[config.mk]
export PLATFORM = sky130hd
export DESIGN_NAME = dgp_dual_port
export DESIGN_NICKNAME = d
export VERILOG_FILES = /design/src/logic/dgp_dual_port.v /design/src/logic/dgp_sync2.v
export VERILOG_INCLUDE_DIRS = /design/src /design/src/common
export SDC_FILE = /design/constraint.sdc
export NUM_CORES = 1
export LEC_CHECK = 0
export BUFFER_PORTS_ARGS = -buffer_cell sky130_fd_sc_hd__buf_2
export CORE_MARGIN = 1
export CORE_UTILIZATION = 45
export DETAILED_ROUTE_END_ITERATION = 12
export PLACE_DENSITY = 0.69
export SLEW_MARGIN = 20
export SYNTH_ARGS = -nofsm -noshare
export SYNTH_HDL_FRONTEND = slang
export SYNTH_SLANG_ARGS = --single-unit
[constraint.sdc]
create_clock -name clk -period 1.55 [get_ports clk]
set_input_delay 0.155 -clock clk [delete_from_list [all_inputs] [get_ports clk]]
set_output_delay 0.155 -clock clk [all_outputs]
set_load 0.005 [all_outputs]
[src/common/dgp_consts.vh]
/*
  Constants for the dual GPIO port block: register offsets, field positions,
  reset values and widths.
  Assumes it is included by bare name from the design files.
*/
`ifndef DGP_CONSTS_VH
`define DGP_CONSTS_VH

// ****************************************************************
// Register offsets
// ****************************************************************
`define DGP_ADDR_W            9
`define DGP_OFS_WIDE_DATA     9'h008
`define DGP_OFS_NARROW_DATA   9'h009
`define DGP_OFS_WIDE_DIR      9'h088
`define DGP_OFS_NARROW_DIR    9'h089
`define DGP_OFS_ANALOG_SEL    9'h091
`define DGP_OFS_SEG_ENABLE    9'h11E
`define DGP_OFS_PERIPH_CTRL   9'h0A0

// ****************************************************************
// Widths, fields and reset values
// ****************************************************************
`define DGP_WIDE_W            8
`define DGP_NARROW_W          4
`define DGP_INPUT_ONLY_BIT    3
`define DGP_CCP_LINE          2
`define DGP_SEG_FIRST_LINE    3
`define DGP_DIR_RESET         8'hFF
`define DGP_NDIR_RESET        4'hF
`define DGP_NDIR_LOW_RESET    3'h7
`define DGP_ANALOG_SELECT_RESET       8'hFF
`define DGP_SEG_RESET         8'h00
`define DGP_PCTRL_RESET       8'h00
`define DGP_PCTRL_CCP_EN_BIT  0
`define DGP_PCTRL_COM_EN_BIT  1
`define DGP_ANALOG_SELECT_NARROW_LSB  5

`endif

[src/logic/dgp_dual_port.v]
/*
  Eight-line wide port and four-line narrow port with data latches, direction
  registers and pin sharing with LCD segment/common, CCP and analog functions.
  The wide port carries the LCD common on line 0, the second capture/compare/PWM
  function on line 2 and LCD segments 16 to 20 on lines 3 to 7. The narrow
  port carries segments 21 to 23 on its three low lines; its top line is an
  input only and shares its pin with master clear.
  Assumes a single-cycle register port on clk with read data one cycle after
  the strobe; the pins are resolved outside from the output and enable
  signals; pin levels arrive asynchronously; the LCD, CCP and A/D internals
  live elsewhere and hand in their drive values.
*/
`include "dgp_consts.vh"

module dgp_dual_port (
  input  wire                     clk,
  input  wire                     nrst,
  input  wire [`DGP_ADDR_W-1:0]   reg_addr,
  input  wire [7:0]               reg_wdata,
  input  wire                     reg_wr,
  input  wire                     reg_rd,
  output reg  [7:0]               reg_rdata,
  input  wire                     master_clear_enable_fuse,
  input  wire [`DGP_WIDE_W-1:0]   wide_port_in,
  output wire [`DGP_WIDE_W-1:0]   wide_port_out,
  output wire [`DGP_WIDE_W-1:0]   wide_port_oe,
  input  wire [`DGP_NARROW_W-1:0] narrow_port_in,
  output wire [2:0]               narrow_port_low_lines_out,
  output wire [2:0]               narrow_port_low_lines_oe,
  input  wire                     ccp_out,
  input  wire                     ccp_out_en,
  output wire                     ccp_capture_in,
  input  wire [7:0]               lcd_segment_line,
  input  wire [7:0]               lcd_segment_drive_en,
  input  wire                     lcd_common_line,
  input  wire                     lcd_common_drive_en,
  output wire [7:0]               analog_select_out
);

  // ****************************************************************
  // Registers
  // ****************************************************************
  reg  [`DGP_WIDE_W-1:0]   wide_latch_q;
  reg  [`DGP_WIDE_W-1:0]   wide_port_direction_q;
  reg  [2:0]               narrow_latch_q;
  reg  [2:0]               narrow_port_direction_q;
  reg  [7:0]               analog_select_q;
  reg  [7:0]               segment_enable_bank_two_q;
  reg  [7:0]               periph_ctrl_q;
  wire [`DGP_WIDE_W-1:0]   wide_pin_s;
  wire [`DGP_NARROW_W-1:0] narrow_pin_s;
  reg  [7:0]               rd_mux;
  reg  [`DGP_WIDE_W-1:0]   wide_drv_d;
  reg  [`DGP_WIDE_W-1:0]   wide_oe_d;
  reg  [2:0]               narrow_drv_d;
  reg  [2:0]               narrow_oe_d;
  reg  [`DGP_WIDE_W-1:0]   wide_drv_q;
  reg  [`DGP_WIDE_W-1:0]   wide_oe_q;
  reg  [2:0]               narrow_drv_q;
  reg  [2:0]               narrow_oe_q;
  wire [7:0]               narrow_seg_en;
  wire [7:0]               wide_seg_en;
  wire [`DGP_WIDE_W-1:0]   wide_seg_val;
  wire [`DGP_WIDE_W-1:0]   wide_seg_oe;
  wire [2:0]               narrow_seg_val;
  wire [2:0]               narrow_seg_oe;
  wire                     wr_wide_data;
  wire                     wr_narrow_data;
  wire                     wr_wide_dir;
  wire                     wr_narrow_dir;
  wire                     wr_analog_sel;
  wire                     wr_seg_enable;
  wire                     wr_periph_ctrl;

  function hit;
    input [`DGP_ADDR_W-1:0] a;
    input [`DGP_ADDR_W-1:0] ofs;
    begin
      hit = (a == ofs);
    end
  endfunction

  // ****************************************************************
  // Write decode
  // ****************************************************************
  // Each register answers to one full address; a write to an address that
  // matches none of them is dropped.
  assign wr_wide_data   = reg_wr & hit(reg_addr, `DGP_OFS_WIDE_DATA);
  assign wr_narrow_data = reg_wr & hit(reg_addr, `DGP_OFS_NARROW_DATA);
  assign wr_wide_dir    = reg_wr & hit(reg_addr, `DGP_OFS_WIDE_DIR);
  assign wr_narrow_dir  = reg_wr & hit(reg_addr, `DGP_OFS_NARROW_DIR);
  assign wr_analog_sel  = reg_wr & hit(reg_addr, `DGP_OFS_ANALOG_SEL);
  assign wr_seg_enable  = reg_wr & hit(reg_addr, `DGP_OFS_SEG_ENABLE);
  assign wr_periph_ctrl = reg_wr & hit(reg_addr, `DGP_OFS_PERIPH_CTRL);

  // ****************************************************************
  // Pin input synchronisers
  // ****************************************************************
  dgp_sync2 #(.W(`DGP_WIDE_W)) u_wide_sync (
    .clk      (clk),
    .nrst     (nrst),
    .async_in (wide_port_in),
    .sync_out (wide_pin_s)
  );

  dgp_sync2 #(.W(`DGP_NARROW_W)) u_narrow_sync (
    .clk      (clk),
    .nrst     (nrst),
    .async_in (narrow_port_in),
    .sync_out (narrow_pin_s)
  );

  // ****************************************************************
  // Register writes
  // ****************************************************************
  // The data latches get a defined zero here only to keep simulation clean;
  // software must not rely on it.
  // Bit 3 of the narrow direction is not stored: that line can never drive.
  always @(posedge clk or negedge nrst)
  begin
    if (!nrst)
    begin
      wide_latch_q              <= 8'h00;
      narrow_latch_q            <= 3'h0;
      wide_port_direction_q     <= `DGP_DIR_RESET;
      narrow_port_direction_q   <= `DGP_NDIR_LOW_RESET;
      analog_select_q           <= `DGP_ANALOG_SELECT_RESET;
      segment_enable_bank_two_q <= `DGP_SEG_RESET;
      periph_ctrl_q             <= `DGP_PCTRL_RESET;
    end
    else
    begin
      if (wr_wide_data)
        wide_latch_q <= reg_wdata;
      if (wr_narrow_data)
        narrow_latch_q <= reg_wdata[2:0];
      if (wr_wide_dir)
        wide_port_direction_q <= reg_wdata;
      if (wr_narrow_dir)
        narrow_port_direction_q <= reg_wdata[2:0];
      if (wr_analog_sel)
        analog_select_q <= reg_wdata;
      if (wr_seg_enable)
        segment_enable_bank_two_q <= reg_wdata;
      if (wr_periph_ctrl)
        periph_ctrl_q <= reg_wdata;
    end
  end

  // ****************************************************************
  // Read path: data stands in the cycle after the strobe only
  // ****************************************************************
  // Pin reads see the synchronised level, so a pin change shows up in read
  // data three clock edges after it reaches the block.
  always @*
  begin
    case (reg_addr)
      `DGP_OFS_WIDE_DATA:
        rd_mux = wide_pin_s;
      `DGP_OFS_NARROW_DATA:
        rd_mux = {4'h0,
                  narrow_pin_s[`DGP_INPUT_ONLY_BIT] & ~master_clear_enable_fuse,
                  narrow_pin_s[2:0]};
      `DGP_OFS_WIDE_DIR:
        rd_mux = wide_port_direction_q;
      `DGP_OFS_NARROW_DIR:
        rd_mux = {4'h0, 1'b1, narrow_port_direction_q};
      `DGP_OFS_ANALOG_SEL:
        rd_mux = analog_select_q;
      `DGP_OFS_SEG_ENABLE:
        rd_mux = segment_enable_bank_two_q;
      `DGP_OFS_PERIPH_CTRL:
        rd_mux = periph_ctrl_q;
      default:
        rd_mux = 8'h00;
    endcase
  end

  always @(posedge clk or negedge nrst)
  begin
    if (!nrst)
    begin
      reg_rdata <= 8'h00;
    end
    else
    begin
      if (reg_rd)
        reg_rdata <= rd_mux;
      else
        reg_rdata <= 8'h00;
    end
  end

  // ****************************************************************
  // Pin drive selection
  // ****************************************************************
  // Segment 16..23 enables: bits 0..4 go to wide lines 3..7, bits 5..7 to
  // the narrow low lines. Segment values and drives are lined up with the
  // port lines here so that each line indexes only its own bit.
  assign wide_seg_en    = {segment_enable_bank_two_q[4:0], 3'b000};
  assign narrow_seg_en  = {5'b00000, segment_enable_bank_two_q[7:5]};
  assign wide_seg_val   = {lcd_segment_line[4:0], 3'b000};
  assign wide_seg_oe    = {lcd_segment_drive_en[4:0], 3'b000};
  assign narrow_seg_val = lcd_segment_line[7:5];
  assign narrow_seg_oe  = lcd_segment_drive_en[7:5];

  // Peripheral ownership beats the port latch; an owning LCD function with
  // its drive disabled leaves the pin floating rather than falling back.
  genvar gi;
  generate
    for (gi = 0; gi < `DGP_WIDE_W; gi = gi + 1)
    begin : g_wide
      always @*
      begin
        wide_drv_d[gi] = wide_latch_q[gi];
        wide_oe_d[gi]  = ~wide_port_direction_q[gi];
        if (gi == 0 && periph_ctrl_q[`DGP_PCTRL_COM_EN_BIT])
        begin
          wide_drv_d[gi] = lcd_common_line;
          wide_oe_d[gi]  = lcd_common_drive_en;
        end
        else if (gi == `DGP_CCP_LINE && periph_ctrl_q[`DGP_PCTRL_CCP_EN_BIT] && ccp_out_en)
        begin
          wide_drv_d[gi] = ccp_out;
          wide_oe_d[gi]  = ~wide_port_direction_q[gi];
        end
        else if (gi >= `DGP_SEG_FIRST_LINE && wide_seg_en[gi])
        begin
          wide_drv_d[gi] = wide_seg_val[gi];
          wide_oe_d[gi]  = wide_seg_oe[gi];
        end
      end
    end
  endgenerate

  // ****************************************************************
  // Narrow port drive selection
  // ****************************************************************
  // A line handed to the analog input never drives, whatever its direction, unless its segment enable claims it.
  generate
    for (gi = 0; gi < 3; gi = gi + 1)
    begin : g_narrow
      always @*
      begin
        narrow_drv_d[gi] = narrow_latch_q[gi];
        narrow_oe_d[gi]  = ~narrow_port_direction_q[gi];
        if (narrow_seg_en[gi])
        begin
          narrow_drv_d[gi] = narrow_seg_val[gi];
          narrow_oe_d[gi]  = narrow_seg_oe[gi];
        end
        else if (analog_select_q[`DGP_ANALOG_SELECT_NARROW_LSB+gi])
        begin
          narrow_oe_d[gi] = 1'b0;
        end
      end
    end
  endgenerate

  // ****************************************************************
  // Output registers
  // ****************************************************************
  // Drive and enable are registered so the pins never see a glitch from the
  // selection logic; the cost is one cycle of latency after a register write.
  always @(posedge clk or negedge nrst)
  begin
    if (!nrst)
    begin
      wide_drv_q   <= 8'h00;
      wide_oe_q    <= 8'h00;
      narrow_drv_q <= 3'h0;
      narrow_oe_q  <= 3'h0;
    end
    else
    begin
      wide_drv_q   <= wide_drv_d;
      wide_oe_q    <= wide_oe_d;
      narrow_drv_q <= narrow_drv_d;
      narrow_oe_q  <= narrow_oe_d;
    end
  end

  // ****************************************************************
  // Outputs
  // ****************************************************************
  assign wide_port_out             = wide_drv_q;
  assign wide_port_oe              = wide_oe_q;
  assign narrow_port_low_lines_out = narrow_drv_q;
  assign narrow_port_low_lines_oe  = narrow_oe_q;
  assign ccp_capture_in            = wide_pin_s[`DGP_CCP_LINE];
  assign analog_select_out         = analog_select_q;

endmodule // dgp_dual_port

[src/logic/dgp_sync2.v]
/*
  Two-flop synchroniser for a bus of pin levels.
  Assumes the inputs come from pins outside the clk domain.
*/
module dgp_sync2 #(
  parameter W = 8
) (
  input  wire         clk,
  input  wire         nrst,
  input  wire [W-1:0] async_in,
  output wire [W-1:0] sync_out
);

  reg [W-1:0] meta_q;
  reg [W-1:0] stable_q;

  // The first stage is read only by the second stage.
  always @(posedge clk or negedge nrst)
  begin
    if (!nrst)
    begin
      meta_q   <= {W{1'b0}};
      stable_q <= {W{1'b0}};
    end
    else
    begin
      meta_q   <= async_in;
      stable_q <= meta_q;
    end
  end

  assign sync_out = stable_q;

endmodule // dgp_sync2

; Yosys cells after proc, flatten, opt, wreduce, memory -nomap -nowiden
; Index checks and enable logic that the tools add are counted.
[totals]
register_bits = 100
latchBits = 0
ram_bits = 0
mem_bits_ro = 0
in_bits = 54
output_inout_bits = 39
word_cells = 68
memories = 0
[classes]
add_sub_neg = 0
mul = 0
n_div = 0
order_cmp = 0
eq_ne = 7
shift = 0
n_mux = 24
bitwise_logic = 20
reduce_logical = 1
[ops]
columns = operator, count
row1 = one-hot mux 8 bit (7 select lines), 1
row2 = "== test 9 x 8 -> 1 bit, second input constant", 4
row3 = 2-to-1 mux 1 bit, 22
row4 = "== test 9 x 4 -> 1 bit, second input constant", 2
row5 = inverter 1 bit, 12
row6 = "== test 9 bit, second input constant", 1
row7 = AND 1 bit, 8
row8 = 2-to-1 mux 8 bit, 1
row9 = logical AND 1 bit, 1

; Logic depth before layout (Yosys ltp)
; Gate-level depths: netlist (run 1).
[depth]
depth_word = 4
depth_mapped = 7
mapped_depth_nobuf = 4

; Hierarchy
; A second synthesis (run 1) with hierarchy kept.
[unflattened]
cells_unflattened = 249
area_unflattened_um2 = 3789.9
[by_module_without_submodules]
columns = mod, n_inst, cells_per_inst, area_each_um2, seq_area_each_um2
row1 = dgp_dual_port, 1, 225, 3189.3, 1925.6
row2 = dgp_sync2 (u_wide_sync), 1, 16, 400.4, 400.4
row3 = dgp_sync2 (u_narrow_sync), 1, 8, 200.2, 200.2

; Worst setup path before layout (run 1)
; Ideal clock, no wire load.
[synth_timing]
kind = input to register
start = in reg_addr[1]
end = reg wide_latch_q[0]
setup_ns = 0.125
arrival_ns = 1.620
t_required_ns = 1.425
path_slack_ns = -0.195
path_stages = 7
path_buffers = 3
path_cell_list = buf_2 > or4_4 > buf_6 > nor3_4 > nand2b_2 > buf_6 > mux2_4
[synth_via]
elab_chain_len = 2
[synth_lines]
columns = element, line_no
row1 = start: declaration, dgp_dual_port.v:18  ; input wire [`DGP_ADDR_W-1:0] reg_addr,
row2 = == test 9 x 4 -> 1 bit, dgp_dual_port.v:79  ; hit = (a == ofs);
row3 = AND 1 bit, dgp_dual_port.v:88  ; assign wr_wide_data = reg_wr & hit(reg_addr, `DGP_OFS_WIDE_DATA);
row4 = end signal: assignment, dgp_dual_port.v:134  ; wide_latch_q <= reg_wdata;
row5 = end: declaration, dgp_dual_port.v:43  ; reg [`DGP_WIDE_W-1:0] wide_latch_q;
; No other way between the ends.
; A chain may end at the register's enable or synchronous reset.

; Worst setup path in the final report (run 1)
[layout_timing]
start = in reg_addr[4]
end = reg reg_rdata[1]
[layout_via]
elab_chain_len = 3
[layout_lines]
columns = element, line_no
row1 = "== test 9 x 8 -> 1 bit, or another cell as far along", dgp_dual_port.v:157  ; case (reg_addr)
row2 = one-hot mux 8 bit (7 select lines) *, dgp_dual_port.v:157
row3 = 2-to-1 mux 8 bit *, dgp_dual_port.v:187  ; if (reg_rd)
row4 = end signal: assignment, dgp_dual_port.v:188  ; reg_rdata <= rd_mux;
row5 = end: declaration, dgp_dual_port.v:22  ; output reg [7:0] reg_rdata,
; Mark *: on every way between the ends. The rest lies on a longest branch, timed or not.

==> impl_metrics.tcl, run 1 <==
set metrics [dict create \
    max_cap_viol_count 0 \
    htree_levels 3 \
    finalHoldViolations 0 \
    fmax_mhz 681.5 \
    firstDrtPassIters 4 \
    power.leakage_nw 2.461 \
    multi_input_area_mm2 0.001430 \
    grt_pass1_wl_um 14920 \
    netlist_instances 280 \
    crit_type "input pin to flop" \
    grt_max_degree 101 \
    cts_hold_buf 21 \
    status "finished clean" \
    grt_setup_unrepaired "false" \
    io_buffer_count 92 \
    syn_area_mm2 0.004039 \
    setup_viol 0 \
    synth.area.top_cells "dfrtp_1 (50%), mux2_2 (13%), dfstp_2 (12%)" \
    avgSynthCellArea_um2 14.42 \
    wl_per_cell_um 17.31 \
    die_area_mm2 0.009358 \
    hpwl_um 6673 \
    core_mm2 0.008721 \
    critPathMaxFanout 9 \
    finClkSkew_ps 9.250 \
    netlist.area_leader.share_pct 50.19 \
    synth_flop_cell "dfrtp_1" \
    grt_overflow_total 0 \
    synth_common_cells "dfrtp_1 (81), mux2_2 (48), dfstp_2 (19), o21ai_0 (18)" \
    finalPower_w 0.004936 \
    routabilityCongestion 0.9145 \
    final.fill_count 709 \
    cts.sinks 100 \
    layout-drive-gt1-share_pct 51.88 \
    drcViolationCount 0 \
    first_iter_violations 156 \
    cts-resized-gates 0 \
    num_antenna_cells 0 \
    routed_wl_um 9243 \
    viasPerCell 5.193 \
    start_util_pct 46.31 \
    synth.distinct_cells 34 \
    cp.required_ps 1810 \
    rows 34 \
    hold_path_class "input pin to flop" \
    endpoint_kind "flop" \
    whs_ps 18.39 \
    io_pins 93 \
    report.final.slew_viol_count 0 \
    cp-start-kind "input pin" \
    clk_pin_slew_ps 90 \
    synthArstFlopShare_pct 100.0 \
    vdd_ir_drop_max_mv 0.4917 \
    ant_nets 0 \
    clk_latency_ps 360 \
    worst_pin_slew_ps 682.5 \
    hold_depth 2 \
    dieHeight_um 96.74 \
    ys_seq_elements 100 \
    fp.dieW_um 96.74 \
    num_vias 2773 \
    grt_pass1_vias 2907 \
    cts_tree "done" \
    r2r_cells 3 \
    seqCellArea_mm2 0.002526 \
    syn_nets 334 \
    min_period_ps 1467 \
    synth-edff-count 0 \
    power_density_mw_per_mm2 939.0 \
    synth_most_common_cell "dfrtp_1" \
    area_growth_pct 30.14 \
    cts_setup_buffers 0 \
    nNetsFinal 475 \
    clock-root-buffer "clkbuf_8" \
    worstPathArrival_ps 1730 \
    grt_use_total_pct 20.88 \
    ys_seq_area_share_pct 62.55 \
    synth_top_cell_by_area "dfrtp_1" \
    antenna_found_initial 0 \
    ys.warnings.count 0 \
    post-route-period-util_pct 94.67 \
    cts_buffer_depth 2 \
    numCtsBuffers 9 \
    slew_headroom_pct 54.50 \
]
## final timing paths
kind                                                   start                                     end  slack [ps]
setup / recovery                                 reg_addr[4]                  reg_rdata[1]$_DFF_PN0_          80
hold / removal                           lcd_segment_line[7]  narrow_port_low_lines_out[2]$_DFF_PN0_          20
setup reg to reg            analog_select_out[1]$_DFFE_PN1P_                  reg_rdata[1]$_DFF_PN0_         220
hold reg to reg            u_narrow_sync.meta_q[2]$_DFF_PN0_     u_narrow_sync.sync_out[2]$_DFF_PN0_         350
max in group asynchronous                               nrst    wide_port_direction_q[3]$_DFFE_PN1P_         750
min in group asynchronous                               nrst              wide_port_out[2]$_DFF_PN0_         370
## metrics by stage
step	setup TNS, ps	instance area (um2)	utilization [%]	std cells	setup slack, ps
after floorplan	-4668	4100	-	280	-191.7
after global placement	-6333	4811	55.17	495	-187.5
after detailed placement	-7235	4811	55.17	495	-231.1
after CTS	0	5236	60.04	532	127.6
after global routing	0	5256	60.27	534	42.17
final	0	5256	60.27	534	82.59
## metal layers
layer	track usage, %	wire length [um]
met1	28.23	4209
met2	32.99	4382
met3	4.118	474
met4	9.070	176
met5	0	0
## area by class of cell
type / count / area share [%]
well taps: 108 / 2.571
inverters: 13 / 0.9284
clock buffers: 10 / 2.428
flip-flops and latches: 100 / 48.06
clock inverters: 6 / 1.666
multi-input cells: 156 / 27.21
repair buffers: 141 / 17.14
## worst max-delay path, cell delays in order
cell	delay (ps)
buf_2	120
or3b_2	490
buf_4	190
nor4b_1	360
o21ai_0	160
a211oi_1	260
## layout by cell type, fill, tap and decap left out, drive strengths merged, types with 3 or more instances in the layout
cell type    instances
o31ai                3
dfrtp               81
o21ai               18
nor4b               13
nand3b               4
nand2               13
buf                118
mux2i                4
clkinv               3
dfstp               19
nor3                12
mux4                 3
a22oi                5
a211oi               8
dlygate4sd3         23
mux2                56
clkbuf              10
nand3                3
inv                 14
## kinds of logic after synthesis
group,count (synthesis),share of synthesized area [%]
flip-flops,100,62.55
multiplexers,63,19.02
AND/OR/NAND/NOR,56,9.821
AO/OA/AOI/OAI,37,5.700
buffers and inverters,24,2.912
## state kept, by name (all words and copies together), names as in the netlist, 8 cells and up
name and flops:
analog_select_out 8, periph_ctrl_q 8, reg_rdata 8, segment_enable_bank_two_q 8
u_wide_sync.meta_q 8, u_wide_sync.sync_out 8, wide_latch_q 8, wide_port_direction_q 8
wide_port_oe 8, wide_port_out 8
## report_power, final
group / total [W] / switching, W / leakage, nW / internal [W]
registers: 0.00275 / 0.0000456 / 1.21 / 0.00271
clock network: 0.00177 / 0.000858 / 0.111 / 0.000913
logic: 0.000411 / 0.000202 / 1.14 / 0.000209
total: 0.00494 / 0.00111 / 2.46 / 0.00383
Power figures use the tool's default switching activity.
==> run 2: changes to the inputs <==
==> constraint.sdc (replaced) <==
create_clock -name clk -period 1.55 [get_ports clk]
set_input_delay 0.31 -clock clk [delete_from_list [all_inputs] [get_ports clk]]
set_output_delay 0.31 -clock clk [all_outputs]
set_load 0.005 [all_outputs]
==> impl_metrics.tcl, run 2 (synthesis results as in run 1) <==
set metrics [dict create \
    vdd_ir_drop_max_mv 0.4908 \
    r2r-start "analog_select_out[7]$_DFFE_PN1P_" \
    post-route-period-util_pct 97.66 \
    clock-root-buffer "clkbuf_8" \
    core_mm2 0.008721 \
    finalPower_w 0.004638 \
    timing.critical_path.from "reg_addr[8]" \
    hpwl_um 6697 \
    r2r-end "reg_rdata[7]$_DFF_PN0_" \
    min_period_ps 1514 \
    critPathMaxFanout 8 \
    rows 34 \
    hold_path_class "input pin to asynchronous set/reset pin" \
    ant_nets 0 \
    dpl_cell_area_mm2 0.004936 \
    first_iter_violations 153 \
    num_vias 2748 \
    seqCellArea_mm2 0.002526 \
    fmax_mhz 660.6 \
    routed_wl_um 9213 \
    crit_type "input pin to flop" \
    setup_viol 0 \
    cts_hold_buf 0 \
    grt_pass1_wl_um 14760 \
    final_common_cell "buf_2" \
    grt_setup_unrepaired "false" \
    fin_util_pct 59.01 \
    finClkSkew_ps 13.46 \
    drcViolationCount 0 \
    clk_pin_slew_ps 90 \
    whs_ps -16.57 \
    grt_pass1_vias 2744 \
    report.final.slew_viol_count 0 \
    die_area_mm2 0.009358 \
    ff2ff_setup_slack_ps 210 \
    r2r_cells 3 \
    worstPathArrival_ps 1810 \
    area_growth_pct 27.42 \
    slew_headroom_pct 64.81 \
    numCtsBuffers 9 \
    dieHeight_um 96.74 \
    worst_pin_slew_ps 527.8 \
    final_cells 524 \
    num_antenna_cells 0 \
    clk_latency_ps 360 \
    finalHoldViolations 11 \
    final.fill_count 726 \
    firstDrtPassIters 5 \
    grt_use_total_pct 20.56 \
    setup_tns_ps 0 \
    antenna_found_initial 0 \
    power.leakage_nw 2.413 \
    grt_overflow_total 0 \
    htree_levels 3 \
    layout-drive-gt1-share_pct 57.69 \
    cp.required_ps 1850 \
    status "finished with violations" \
    violations "hold timing" \
    routabilityCongestion 0.8888 \
    cp-start-kind "input pin" \
    grt_max_degree 101 \
    fin_area_mm2 0.005146 \
    wl_per_cell_um 17.58 \
    endpoint_kind "flop" \
    start_util_pct 46.31 \
    max_cap_viol_count 0 \
    io_buffer_count 92 \
    cts.sinks 100 \
    power_density_mw_per_mm2 901.2 \
    layout_common_cells "buf_2 (90), dfrtp_1 (81), mux2_2 (39), buf_4 (38), dfstp_2 (19)" \
    fp.dieW_um 96.74 \
    cts_tree "done" \
    nNetsFinal 465 \
    multi_input_area_mm2 0.001479 \
    io_pins 93 \
    viasPerCell 5.244 \
    place_inst 507 \
    cts_buffer_depth 2 \
]
run 2: cell types whose count changed in the layout (fill, tap and decap cells not counted), sizes merged:
cell	previous run	this run
dlygate4sd3	23	0
buf	118	131
bufinv	2	0
clkinvlp	0	2
clkbuf	10	11
inv	14	13
run 2: where the power goes:
group	switching, W	internal, W
Clock	0.000864	0.000631
Sequential	0.0000463	0.00271
Combinational	0.000202	0.000187
Total	0.00111	0.00353
run 2: critical path, stage by stage:
cell	delay (ps)
buf_2	120
or4_4	560
nor3_4	170
buf_6	140
nand3b_4	170
mux2_4	340
run 2: what timing repair did:
action	CTS	global route
gates resized for setup	0	6
setup endpoints to repair	0	7
hold endpoints to repair	0	0
buffers inserted	0	1
run 2: per-layer routing:
layer  track usage (%)  up-vias  part of all wire, %
met5                 0        -                    0
li1                  -     1274                    -
met3             4.697       10                  4.3
met1             29.99     1385                   48
met4             6.085        0                  1.0
met2             30.88       79                   47
run 2: area by class of cell:
cell class                 instances  area share (%)
sequential                       100           49.09
multi-input combinational        156           28.74
timing repair buffer             131           15.12
clock buffer                      11           2.747
tap                              108           2.626
inverter                          13          0.9482
clock inverter                     5          0.7294
run 2: metrics by stage:
step,worst slack (ps),hold WS (ps)
global placement,-333.4,331.2
finish,36.20,-16.57
CTS,28.87,8.214
floorplan,-346.7,14.41
detailed placement,-355.9,335.5
global route,5.862,19.78
run 2: worst max path at each step:
stage / end / cells past startpoint
3_3_place_gp: wide_port_direction_q[7]$_DFFE_PN1P_ / 6
5_1_grt: wide_port_direction_q[6]$_DFFE_PN1P_ / 6
4_1_cts: wide_port_direction_q[1]$_DFFE_PN1P_ / 6
3_5_place_dp: wide_port_direction_q[1]$_DFFE_PN1P_ / 6
2_1_floorplan: wide_latch_q[0]$_DFFE_PN0P_ / 7
6_report: wide_port_direction_q[6]$_DFFE_PN1P_ / 6
